$ cat src/pmrc_regs.vh
// register map, field positions, reset values and timing counts of the power and reset block
`ifndef PMRC_REGS_VH
`define PMRC_REGS_VH

// ----------------------------------------
// register byte offsets
// ----------------------------------------
`define PMRC_POWER_CONTROL_REG_OFF 8'h00
`define PMRC_AUX_OFF 8'h04
`define PMRC_STAT_OFF 8'h08
`define PMRC_WATCHDOG_CONTROL_OFF 8'hD8

// ----------------------------------------
// power control fields
// ----------------------------------------
`define PMRC_PC_IDLE 0
`define PMRC_PC_PD 1

// ----------------------------------------
// auxiliary control fields
// ----------------------------------------
`define PMRC_AUX_SOFTWARE_RESET_BIT 0
`define PMRC_AUX_POR 1
`define PMRC_AUX_LOW_POWER_BROWNOUT_BIT 2
`define PMRC_AUX_BOD 3

// ----------------------------------------
// watchdog control fields
// ----------------------------------------
`define PMRC_WD_CLR 0
`define PMRC_WD_WATCHDOG_RESET_ENABLE 1
`define PMRC_WD_WATCHDOG_RESET_CAUSE_FLAG 2
`define PMRC_WD_WATCHDOG_TIMEOUT_FLAG 3
`define PMRC_WD_WD0 4
`define PMRC_WD_WD1 5
`define PMRC_WD_RUN 7

// ----------------------------------------
// reset values
// ----------------------------------------
`define PMRC_RST_PC 16'h0000
`define PMRC_RST_SP 8'h07
`define PMRC_RST_PORT 8'hFF

// ----------------------------------------
// timing counts: pin lows in machine cycles, the others in clock periods
// ----------------------------------------
`define PMRC_PIN_LOW_SAMPLES 2'h2
`define PMRC_RST_HOLD_CLKS 4'h8
`define PMRC_WDT_RST_DLY 10'h200

// ----------------------------------------
// bus answers
// ----------------------------------------
`define PMRC_RESP_OKAY 2'h0
`define PMRC_RESP_SLVERR 2'h2

`endif

$ cat src/pmrc_top.v
// power mode and reset control with an AXI4-Lite register port
// Overview of operation
// - power control bit 0 enters idle
// - idle stops cpu clock, freezes core and pins
// - enabled interrupt clears idle bit and wakes
// - pin sampled at fourth state, two lows
// - reset gives pc 0000h, no oscillator delay
// - watchdog timeout flag; reset 512 clocks later
// - watchdog reset held two machine cycles
// - reset exit from idle skips next instruction
// - power control bit 1 stops cpu and peripheral clocks
// - reset pin low ends power-down
// - externally clocked watchdog stops in power-down
// - power-down wake sources, adc needs rc clock
// - enabled external interrupt wakes from power-down
// - rc clock on in power-down when low_power_brownout_bit set, bod clear
// - reset held two machine cycles after the source ends
// - no flag for external pin reset
// - power-on delay sets flag, software clears
// - software reset bit resets the device
// - ram kept, stack pointer to 07h
// - ports ffh, watchdog off after power-on
// - watchdog_reset_cause_flag set by watchdog, watchdog_reset_enable cleared always
// - watchdog clear restarts count, timeout sets flag
`timescale 1ns/1ps
`include "pmrc_regs.vh"

module pmrc_top #(
	parameter POR_DELAY_CLKS = 1024,
	parameter WDT_INTERVAL = 131072,
	parameter WDT_CNT_W = 20
) (
	// clock and reset
	input wire CLK,
	input wire SYS_RST,
	// axi4-lite write address
	input wire [7:0] S_AXI_AWADDR,
	input wire S_AXI_AWVALID,
	output reg S_AXI_AWREADY,
	// axi4-lite write data
	input wire [31:0] S_AXI_WDATA,
	input wire [3:0] S_AXI_WSTRB,
	input wire S_AXI_WVALID,
	output reg S_AXI_WREADY,
	// axi4-lite write response
	output reg [1:0] S_AXI_BRESP,
	output reg S_AXI_BVALID,
	input wire S_AXI_BREADY,
	// axi4-lite read
	input wire [7:0] S_AXI_ARADDR,
	input wire S_AXI_ARVALID,
	output reg S_AXI_ARREADY,
	output reg [31:0] S_AXI_RDATA,
	output reg [1:0] S_AXI_RRESP,
	output reg S_AXI_RVALID,
	input wire S_AXI_RREADY,
	// reset sources
	input wire RST_N_PIN,
	input wire POWER_GOOD,
	input wire BROWNOUT_DET,
	// wake-up sources
	input wire IRQ_PENDING,
	input wire WDT_INT_EN,
	input wire GLOBAL_INT_ENABLE,
	input wire [1:0] EXT_INT_N,
	input wire [1:0] EXT_INT_EN,
	input wire KEYPAD_INTERRUPT,
	input wire ADC_BUSY,
	input wire ADC_DONE,
	input wire RC_CLK_SEL,
	input wire WDT_CLK_EXT,
	// clock gating and core control
	output reg CPU_CLK_EN,
	output reg PERIPH_CLK_EN,
	output reg RC_CLK_EN,
	output reg PORT_FREEZE,
	output reg WAKE_ISR,
	output reg CORE_RST,
	output reg WDT_TIMEOUT_FLAG,
	output reg [15:0] RESET_PC,
	output reg [7:0] RESET_SP,
	output reg [7:0] RESET_PORT
);

	// ----------------------------------------
	// address decode
	// ----------------------------------------
	function hit;
		input [7:0] addr;
		input [7:0] off;
		begin
			hit = (addr[7:2] == off[7:2]);
		end
	endfunction

	function mapped;
		input [7:0] addr;
		begin
			mapped = hit(addr, `PMRC_POWER_CONTROL_REG_OFF) | hit(addr, `PMRC_AUX_OFF) |
				hit(addr, `PMRC_STAT_OFF) | hit(addr, `PMRC_WATCHDOG_CONTROL_OFF);
		end
	endfunction

	// ----------------------------------------
	// state
	// ----------------------------------------
	reg [1:0] phase;
	reg [1:0] pin_lows;
	reg [3:0] hold_cnt;
	reg [31:0] por_cnt;
	reg idle;
	reg pdown;
	reg software_reset_bit;
	reg por_flag;
	reg low_power_brownout_bit;
	reg brownout_disable_bit;
	reg wd_run;
	reg wd1;
	reg wd0;
	reg watchdog_timeout_flag;
	reg watchdog_reset_cause_flag;
	reg watchdog_reset_enable;
	reg [WDT_CNT_W-1:0] wdt_cnt;
	reg dly_on;
	reg [9:0] dly_cnt;
	reg wdt_fire;
	reg adc_armed;
	reg [1:0] ext_prev_n;
	reg aw_got;
	reg w_got;
	reg [7:0] aw_addr;
	reg [7:0] w_data;
	reg w_lane0;

	wire c4 = (phase == 2'h3);
	wire ext_req = (pin_lows == `PMRC_PIN_LOW_SAMPLES);
	wire por_active = (por_cnt != 32'h0);
	wire bor_req = BROWNOUT_DET & ~brownout_disable_bit;
	// every source lands here; reset applies on the next edge
	wire src_any = ext_req | wdt_fire | software_reset_bit | bor_req | por_active;
	wire do_wr = aw_got & w_got & ~S_AXI_BVALID;
	wire wr_ok = do_wr & w_lane0 & mapped(aw_addr);
	wire wr_power_control_reg = wr_ok & hit(aw_addr, `PMRC_POWER_CONTROL_REG_OFF);
	wire wr_aux = wr_ok & hit(aw_addr, `PMRC_AUX_OFF);
	wire wr_wd = wr_ok & hit(aw_addr, `PMRC_WATCHDOG_CONTROL_OFF);
	wire wd_clr = wr_wd & w_data[`PMRC_WD_CLR];
	// an externally clocked watchdog has no clock in power-down
	wire wdt_go = wd_run & ~(pdown & WDT_CLK_EXT);
	wire wdt_hit = wdt_go & (wdt_cnt == WDT_INTERVAL[WDT_CNT_W-1:0] - 1'b1);
	wire idle_wake = idle & (IRQ_PENDING | (watchdog_timeout_flag & WDT_INT_EN));

	// ----------------------------------------
	// external interrupt wake per pin
	// ----------------------------------------
	wire [1:0] ext_wake;
	genvar gi;
	generate
		for (gi = 0; gi < 2; gi = gi + 1) begin : g_ext
			// low level or falling edge, gated by both enables
			assign ext_wake[gi] = EXT_INT_EN[gi] & GLOBAL_INT_ENABLE &
				(~EXT_INT_N[gi] | (ext_prev_n[gi] & ~EXT_INT_N[gi]));
		end
	endgenerate

	wire pd_wake = pdown & ((|ext_wake) | KEYPAD_INTERRUPT | (adc_armed & ADC_DONE));

	// ----------------------------------------
	// machine cycle and reset merge
	// ----------------------------------------
	always @(posedge CLK or posedge SYS_RST) begin
		if (SYS_RST) begin
			phase <= 2'h0;
			pin_lows <= 2'h0;
			hold_cnt <= 4'h0;
			por_cnt <= 32'h1;
			CORE_RST <= 1'b1;
			ext_prev_n <= 2'h3;
		end else begin
			phase <= phase + 2'h1;
			ext_prev_n <= EXT_INT_N;
			if (c4) begin
				if (!RST_N_PIN) begin
					if (!ext_req)
						pin_lows <= pin_lows + 2'h1;
				end else begin
					pin_lows <= 2'h0;
				end
			end
			// power loss restarts the power-on delay
			if (!POWER_GOOD)
				por_cnt <= POR_DELAY_CLKS;
			else if (por_active)
				por_cnt <= por_cnt - 32'h1;
			if (src_any)
				hold_cnt <= `PMRC_RST_HOLD_CLKS;
			else if (hold_cnt != 4'h0)
				hold_cnt <= hold_cnt - 4'h1;
			CORE_RST <= src_any | (hold_cnt != 4'h0);
		end
	end

	// ----------------------------------------
	// power control and auxiliary control
	// ----------------------------------------
	always @(posedge CLK or posedge SYS_RST) begin
		if (SYS_RST) begin
			idle <= 1'b0;
			pdown <= 1'b0;
			software_reset_bit <= 1'b0;
			por_flag <= 1'b0;
			low_power_brownout_bit <= 1'b0;
			brownout_disable_bit <= 1'b0;
			adc_armed <= 1'b0;
			WAKE_ISR <= 1'b0;
		end else begin
			WAKE_ISR <= idle_wake | pd_wake;
			// reset also ends idle, so the core restarts at the reset address
			if (src_any) begin
				idle <= 1'b0;
				pdown <= 1'b0;
				software_reset_bit <= 1'b0;
				low_power_brownout_bit <= 1'b0;
				brownout_disable_bit <= 1'b0;
				adc_armed <= 1'b0;
			end else begin
				if (idle_wake)
					idle <= 1'b0;
				if (pd_wake)
					pdown <= 1'b0;
				if (wr_power_control_reg) begin
					if (w_data[`PMRC_PC_IDLE])
						idle <= 1'b1;
					if (w_data[`PMRC_PC_PD]) begin
						pdown <= 1'b1;
						adc_armed <= ADC_BUSY & RC_CLK_SEL;
					end
				end
				if (wr_aux) begin
					software_reset_bit <= w_data[`PMRC_AUX_SOFTWARE_RESET_BIT];
					low_power_brownout_bit <= w_data[`PMRC_AUX_LOW_POWER_BROWNOUT_BIT];
					brownout_disable_bit <= w_data[`PMRC_AUX_BOD];
				end
			end
			// power-on sets the flag and wins over a clearing write
			if (por_active)
				por_flag <= 1'b1;
			else if (wr_aux)
				por_flag <= w_data[`PMRC_AUX_POR];
		end
	end

	// ----------------------------------------
	// watchdog
	// ----------------------------------------
	always @(posedge CLK or posedge SYS_RST) begin
		if (SYS_RST) begin
			wd_run <= 1'b0;
			wd1 <= 1'b0;
			wd0 <= 1'b0;
			watchdog_timeout_flag <= 1'b0;
			watchdog_reset_cause_flag <= 1'b0;
			watchdog_reset_enable <= 1'b0;
			wdt_cnt <= {WDT_CNT_W{1'b0}};
			dly_on <= 1'b0;
			dly_cnt <= 10'h0;
			wdt_fire <= 1'b0;
		end else begin
			wdt_fire <= 1'b0;
			if (src_any) begin
				if (por_active) begin
					wd_run <= 1'b0;
					wd1 <= 1'b0;
					wd0 <= 1'b0;
					watchdog_reset_cause_flag <= 1'b0;
				end else if (wdt_fire) begin
					watchdog_reset_cause_flag <= 1'b1;
				end
				watchdog_reset_enable <= 1'b0;
				watchdog_timeout_flag <= 1'b0;
				wdt_cnt <= {WDT_CNT_W{1'b0}};
				dly_on <= 1'b0;
				dly_cnt <= 10'h0;
			end else begin
				if (wr_wd) begin
					wd_run <= w_data[`PMRC_WD_RUN];
					wd1 <= w_data[`PMRC_WD_WD1];
					wd0 <= w_data[`PMRC_WD_WD0];
					watchdog_reset_enable <= w_data[`PMRC_WD_WATCHDOG_RESET_ENABLE];
					watchdog_reset_cause_flag <= w_data[`PMRC_WD_WATCHDOG_RESET_CAUSE_FLAG];
				end
				// timeout sets the flag even against a clearing write
				if (wdt_hit)
					watchdog_timeout_flag <= 1'b1;
				else if (wr_wd)
					watchdog_timeout_flag <= w_data[`PMRC_WD_WATCHDOG_TIMEOUT_FLAG];
				if (wd_clr || wdt_hit)
					wdt_cnt <= {WDT_CNT_W{1'b0}};
				else if (wdt_go)
					wdt_cnt <= wdt_cnt + 1'b1;
				// clearing the counter or any reset source cancels a pending reset
				if (wd_clr) begin
					dly_on <= 1'b0;
				end else if (wdt_hit && watchdog_reset_enable && !dly_on) begin
					dly_on <= 1'b1;
					dly_cnt <= 10'h0;
				end else if (dly_on && wdt_go) begin
					if (dly_cnt == `PMRC_WDT_RST_DLY - 10'h1) begin
						dly_on <= 1'b0;
						wdt_fire <= 1'b1;
					end else begin
						dly_cnt <= dly_cnt + 10'h1;
					end
				end
			end
		end
	end

	// ----------------------------------------
	// clock gating and reset value outputs
	// ----------------------------------------
	always @(posedge CLK or posedge SYS_RST) begin
		if (SYS_RST) begin
			CPU_CLK_EN <= 1'b1;
			PERIPH_CLK_EN <= 1'b1;
			RC_CLK_EN <= 1'b0;
			PORT_FREEZE <= 1'b0;
			WDT_TIMEOUT_FLAG <= 1'b0;
			RESET_PC <= `PMRC_RST_PC;
			RESET_SP <= `PMRC_RST_SP;
			RESET_PORT <= `PMRC_RST_PORT;
		end else begin
			CPU_CLK_EN <= ~(idle | pdown);
			PERIPH_CLK_EN <= ~pdown;
			RC_CLK_EN <= pdown & low_power_brownout_bit & ~brownout_disable_bit;
			PORT_FREEZE <= idle;
			WDT_TIMEOUT_FLAG <= watchdog_timeout_flag;
			// ram has no reset path here; only pc, sp and ports are forced
			RESET_PC <= `PMRC_RST_PC;
			RESET_SP <= `PMRC_RST_SP;
			RESET_PORT <= `PMRC_RST_PORT;
		end
	end

	// ----------------------------------------
	// axi4-lite write channel
	// ----------------------------------------
	always @(posedge CLK or posedge SYS_RST) begin
		if (SYS_RST) begin
			aw_got <= 1'b0;
			w_got <= 1'b0;
			aw_addr <= 8'h00;
			w_data <= 8'h00;
			w_lane0 <= 1'b0;
			S_AXI_AWREADY <= 1'b0;
			S_AXI_WREADY <= 1'b0;
			S_AXI_BVALID <= 1'b0;
			S_AXI_BRESP <= `PMRC_RESP_OKAY;
		end else begin
			S_AXI_AWREADY <= ~aw_got & ~(S_AXI_AWVALID & S_AXI_AWREADY) & ~S_AXI_BVALID;
			S_AXI_WREADY <= ~w_got & ~(S_AXI_WVALID & S_AXI_WREADY) & ~S_AXI_BVALID;
			if (S_AXI_AWVALID && S_AXI_AWREADY) begin
				aw_got <= 1'b1;
				aw_addr <= S_AXI_AWADDR;
			end
			if (S_AXI_WVALID && S_AXI_WREADY) begin
				w_got <= 1'b1;
				w_data <= S_AXI_WDATA[7:0];
				w_lane0 <= S_AXI_WSTRB[0];
			end
			if (do_wr) begin
				aw_got <= 1'b0;
				w_got <= 1'b0;
				S_AXI_BVALID <= 1'b1;
				S_AXI_BRESP <= mapped(aw_addr) ? `PMRC_RESP_OKAY : `PMRC_RESP_SLVERR;
			end else if (S_AXI_BVALID && S_AXI_BREADY) begin
				S_AXI_BVALID <= 1'b0;
			end
		end
	end

	// ----------------------------------------
	// axi4-lite read channel
	// ----------------------------------------
	reg [7:0] rd_byte;
	always @* begin
		rd_byte = 8'h00;
		if (hit(S_AXI_ARADDR, `PMRC_POWER_CONTROL_REG_OFF))
			rd_byte = {6'h00, pdown, idle};
		else if (hit(S_AXI_ARADDR, `PMRC_AUX_OFF))
			rd_byte = {4'h0, brownout_disable_bit, low_power_brownout_bit, por_flag, software_reset_bit};
		else if (hit(S_AXI_ARADDR, `PMRC_STAT_OFF))
			rd_byte = {5'h00, CORE_RST, pdown, idle};
		else if (hit(S_AXI_ARADDR, `PMRC_WATCHDOG_CONTROL_OFF))
			rd_byte = {wd_run, 1'b0, wd1, wd0, watchdog_timeout_flag, watchdog_reset_cause_flag, watchdog_reset_enable, 1'b0};
	end

	always @(posedge CLK or posedge SYS_RST) begin
		if (SYS_RST) begin
			S_AXI_ARREADY <= 1'b0;
			S_AXI_RVALID <= 1'b0;
			S_AXI_RDATA <= 32'h00000000;
			S_AXI_RRESP <= `PMRC_RESP_OKAY;
		end else begin
			S_AXI_ARREADY <= ~S_AXI_RVALID & ~(S_AXI_ARVALID & S_AXI_ARREADY);
			if (S_AXI_ARVALID && S_AXI_ARREADY) begin
				S_AXI_RVALID <= 1'b1;
				S_AXI_RDATA <= {24'h000000, rd_byte};
				S_AXI_RRESP <= mapped(S_AXI_ARADDR) ? `PMRC_RESP_OKAY : `PMRC_RESP_SLVERR;
			end else if (S_AXI_RVALID && S_AXI_RREADY) begin
				S_AXI_RVALID <= 1'b0;
			end
		end
	end

endmodule // pmrc_top

$ cat config.mk
export PLATFORM = sky130hd
export DESIGN_NAME = pmrc_top
export DESIGN_NICKNAME = d
export VERILOG_FILES = /design/src/pmrc_top.v
export VERILOG_INCLUDE_DIRS = /design/src /design/src/src
export SDC_FILE = /design/constraint.sdc
export NUM_CORES = 1
export LEC_CHECK = 0
export ABC_AREA = 1
export BUFFER_PORTS_ARGS = -buffer_cell sky130_fd_sc_hd__buf_4
export CAP_MARGIN = 40
export CORE_ASPECT_RATIO = 1.1
export CORE_UTILIZATION = 59
export CTS_BUF_LIST = sky130_fd_sc_hd__clkbuf_16
export DETAILED_ROUTE_END_ITERATION = 16
export PLACE_DENSITY = 0.89
export SETUP_SLACK_MARGIN = 0.1
export SLEW_MARGIN = 20
export SYNTH_ARGS = -nofsm -noshare
export SYNTH_HDL_FRONTEND = slang
export SYNTH_SLANG_ARGS = --single-unit
$ cat constraint.sdc
create_clock -name CLK -period 11.6 [get_ports CLK]
set_input_delay 1.74 -clock CLK [delete_from_list [all_inputs] [get_ports CLK]]
set_output_delay 1.74 -clock CLK [all_outputs]
set_load 0.1 [all_outputs]
==> impl_metrics.yaml <==
setup_path:
  critical_path_class: "primary input to flip-flop"
  path_max_fanout: 30
  cp-start-kind: "primary input"
  worstPathRequired_ns: 11.91
  cp.arrival_ns: 3.53
  end_kind: "flip-flop"
layout:
  antennaDiodeCount: 0
  nFillCells: 847
  area_growth_pct: 14.1
  nNetsFinal: 1052
  drive_gt1_share_pct: 12.7
  stdcell_count: 1131
die:
  start_util_pct: 61.8
  die_area_sq_um: 12100
  die_y_microns: 115
  io_pins: 154
  coreArea_sq_um: 11100
  die_width_microns: 105
  row_count: 40
route:
  drt_iter0_markers: 464
  finalWirelength_microns: 15600
  drtPass1Iterations: 7
  ant_nets: 0
  drc_errors: 0
  wl_per_cell_microns: 13.8
  num_vias: 5997
  vias_per_cell: 5.30
timing:
  period_minus_slack_ns: 3.22
  max_freq_mhz: 311
  rsz0062_at_grt: "no"
  setup_ws_ns: 8.38
  worst_slew_pin_slew_ns: 0.726
  setup-violations-final: 0
  period_share_pct: 27.7
  hold_viol: 0
  finClkSkew_ns: 0.00785
  relSlewSlack_pct: 51.5
  fin_tns_setup_ns: 0
  slew_viol_final: 0
logic_synthesis:
  synth_seq_cells: 122
  synth-async-reset-ratio_pct: 100
  synth_top_area_share_pct: 43.0
  synthAdderAreaFrac_pct: 1.28
  synth-edff-count: 0
  synth_seq_area_share_pct: 44.5
  synth_xor_area_share_pct: 1.66
  synth.avg_cell_area_sq_um: 7.60
  synth_cells: 903
  synthDistinctLibCells: 41
  synth_top_cells_by_area: "dfrtp_1 (43%), nand2_1 (11%), inv_1 (6.7%), buf_4 (6.6%), nor2_1 (6.2%)"
  synth_top_family_by_area: "simple AND/OR/NAND/NOR gates"
  synth_compound_area_share_pct: 9.22
  synthFlopType: "dfrtp_1"
  yosysTopAreaCell: "dfrtp_1"
  synthMuxAreaShare_pct: 0
  yosys-top-cells-count: "nand2_1 (210), inv_1 (123), dfrtp_1 (118)"
  syn_area_sq_um: 6860
  synth.most_common_cell: "nand2_1"
  synthSimpleGateAreaFrac_pct: 28.6
  ys_warn_count: 0
clock_tree:
  post_cts_resized: 0
  numCtsBuffers: 17
  path_clk_slew_ns: 0.06
  cts_hold_buf: 0
  root_buffer: "clkbuf_16"
  numClockSinks: 122
  cts_tree: "built"
  clk_latency_ns: 0.42
  clockBufferDepth: 2
  post-cts-setup-buffers: 0
  htree_levels: 4
grt:
  overflow: 0
  grt_pass1_vias: 5994
  antenna_found_initial: 0
  grt_max_degree: 57
  grt_first_pass_wirelength_microns: 26700
  grt_usage_pct: 27.9
placement:
  dp_hpwl_microns: 10300
  placed_cells: 1099
  dp_slack_ns: 7.98
  gp_congestion: 0.889
  io_buffers: 62
power:
  cellPowerDensity_nw_per_um2: 196
  power_uw: 1540
  ir_drop_mv: 0.125
  power_leakage_uw: 0.00397
status:
  status: "finished, final reports clean"
run:
  maxCapViolations: 0
min_path:
  hold_class: "flip-flop to flip-flop"
==> registers in the layout (all words and copies together) (netlist names), 2 cells and up <==
name         count
phase            2
dly_cnt         10
por_cnt         32
wdt_cnt         20
pin_lows         2
w_data           7
hold_cnt         4
aw_addr          6
S_AXI_RDATA      7
==> cell type report <==
type / instances / area (sq um) / share of cell area [%]
tap: 147 / 184 / 2.35
clock buffer: 17 / 425 / 5.43
multi-input combinational: 642 / 3020 / 38.6
inverter: 124 / 469 / 5.99
sequential: 122 / 3060 / 39.1
clock inverter: 15 / 174 / 2.22
timing repair buffer: 64 / 500 / 6.39
==> cell usage in the layout, fill, tap and decap left out, types with 3 or more instances in the layout <==
cell	netlist	final
o22ai_1	4	4
o21ai_0	55	55
dfrtp_1	118	118
nor2_4	3	3
nand4_1	10	10
clkinv_2	1	3
o21ai_1	4	4
nor2_2	8	8
dfstp_2	4	4
clkinvlp_4	0	3
nor3_1	26	26
nand2_1	210	210
clkbuf_16	0	17
clkinv_4	0	3
xor2_1	9	9
ha_1	7	7
buf_4	60	63
inv_1	123	122
o31ai_1	5	5
bufinv_16	0	3
nand3_1	58	58
nand2_2	4	4
o211ai_1	3	3
conb_1	2	59
a211oi_1	3	3
nor2_1	113	113
a21oi_1	41	41
xnor2_1	4	4
==> power by group <==
part | total (uW) | leakage [uW] | internal (uW) | switching (uW)
registers | 534 | 0.00162 | 485 | 48.2
clock network | 535 | 0.000285 | 337 | 198
logic | 468 | 0.00207 | 104 | 364
total | 1540 | 0.00397 | 926 | 611
==> per-stage QoR <==
step	instance area, sq um	hold WS [ns]	utilization, %
after floorplan	7080	0.374	-
after global placement	7200	0.413	64.8
after detailed placement	7230	0.429	65.1
after CTS	7830	0.434	70.5
after global routing	7830	0.445	70.5
final	7830	0.434	70.5
==> routing by layer <==
| metal | vias up | GRT usage, % | routed length (microns) |
|---|---|---|---|
| met3 | 51 | 6.75 | 707 |
| met2 | 189 | 48.5 | 8160 |
| met5 | - | 0 | 0 |
| li1 | 2891 | - | - |
| met4 | 0 | 14.6 | 505 |
| met1 | 2866 | 32.4 | 6200 |
==> worst max-delay path, cell delays in order <==
cell     delay [ns]
buf_4          0.11
inv_1          0.04
o21ai_0        0.14
inv_1          0.39
nand4_2        0.66
nand2_1        0.28
nand2_1        0.07
nand2_1        0.06
nor2_1         0.04
==> kinds of logic (layout without fill, tap and decap cells) <==
| family | Yosys count | count (layout) |
|---|---|---|
| adders and majority gates | 7 | 7 |
| and+or+nand+nor | 445 | 445 |
| DFF | 122 | 122 |
| other | 2 | 59 |
| AOI/OAI and AO/OA | 118 | 118 |
| buffers and inverters | 196 | 220 |
| xor gates and xnor gates | 13 | 13 |
==> worst paths after layout <==
kind | start | end | slack [ns] | cells past startpoint
max in group asynchronous | SYS_RST | CPU_CLK_EN$_DFF_PP1_ | 9.09 | 4
worst min-delay path | phase[0]$_DFF_PP0_ | phase[0]$_DFF_PP0_ | 0.43 | 1
min in group asynchronous | SYS_RST | por_cnt[9]$_DFFE_PP0P_ | 1.40 | 2
worst min register to register | phase[0]$_DFF_PP0_ | phase[0]$_DFF_PP0_ | 0.43 | 1
worst max-delay path | BROWNOUT_DET | wdt_cnt[11]$_DFFE_PP0P_ | 8.38 | 9
worst max register to register | pin_lows[0]$_DFFE_PP0P_ | wdt_cnt[11]$_DFFE_PP0P_ | 8.97 | 10
Note: power is estimated with default switching activity, not from simulation.
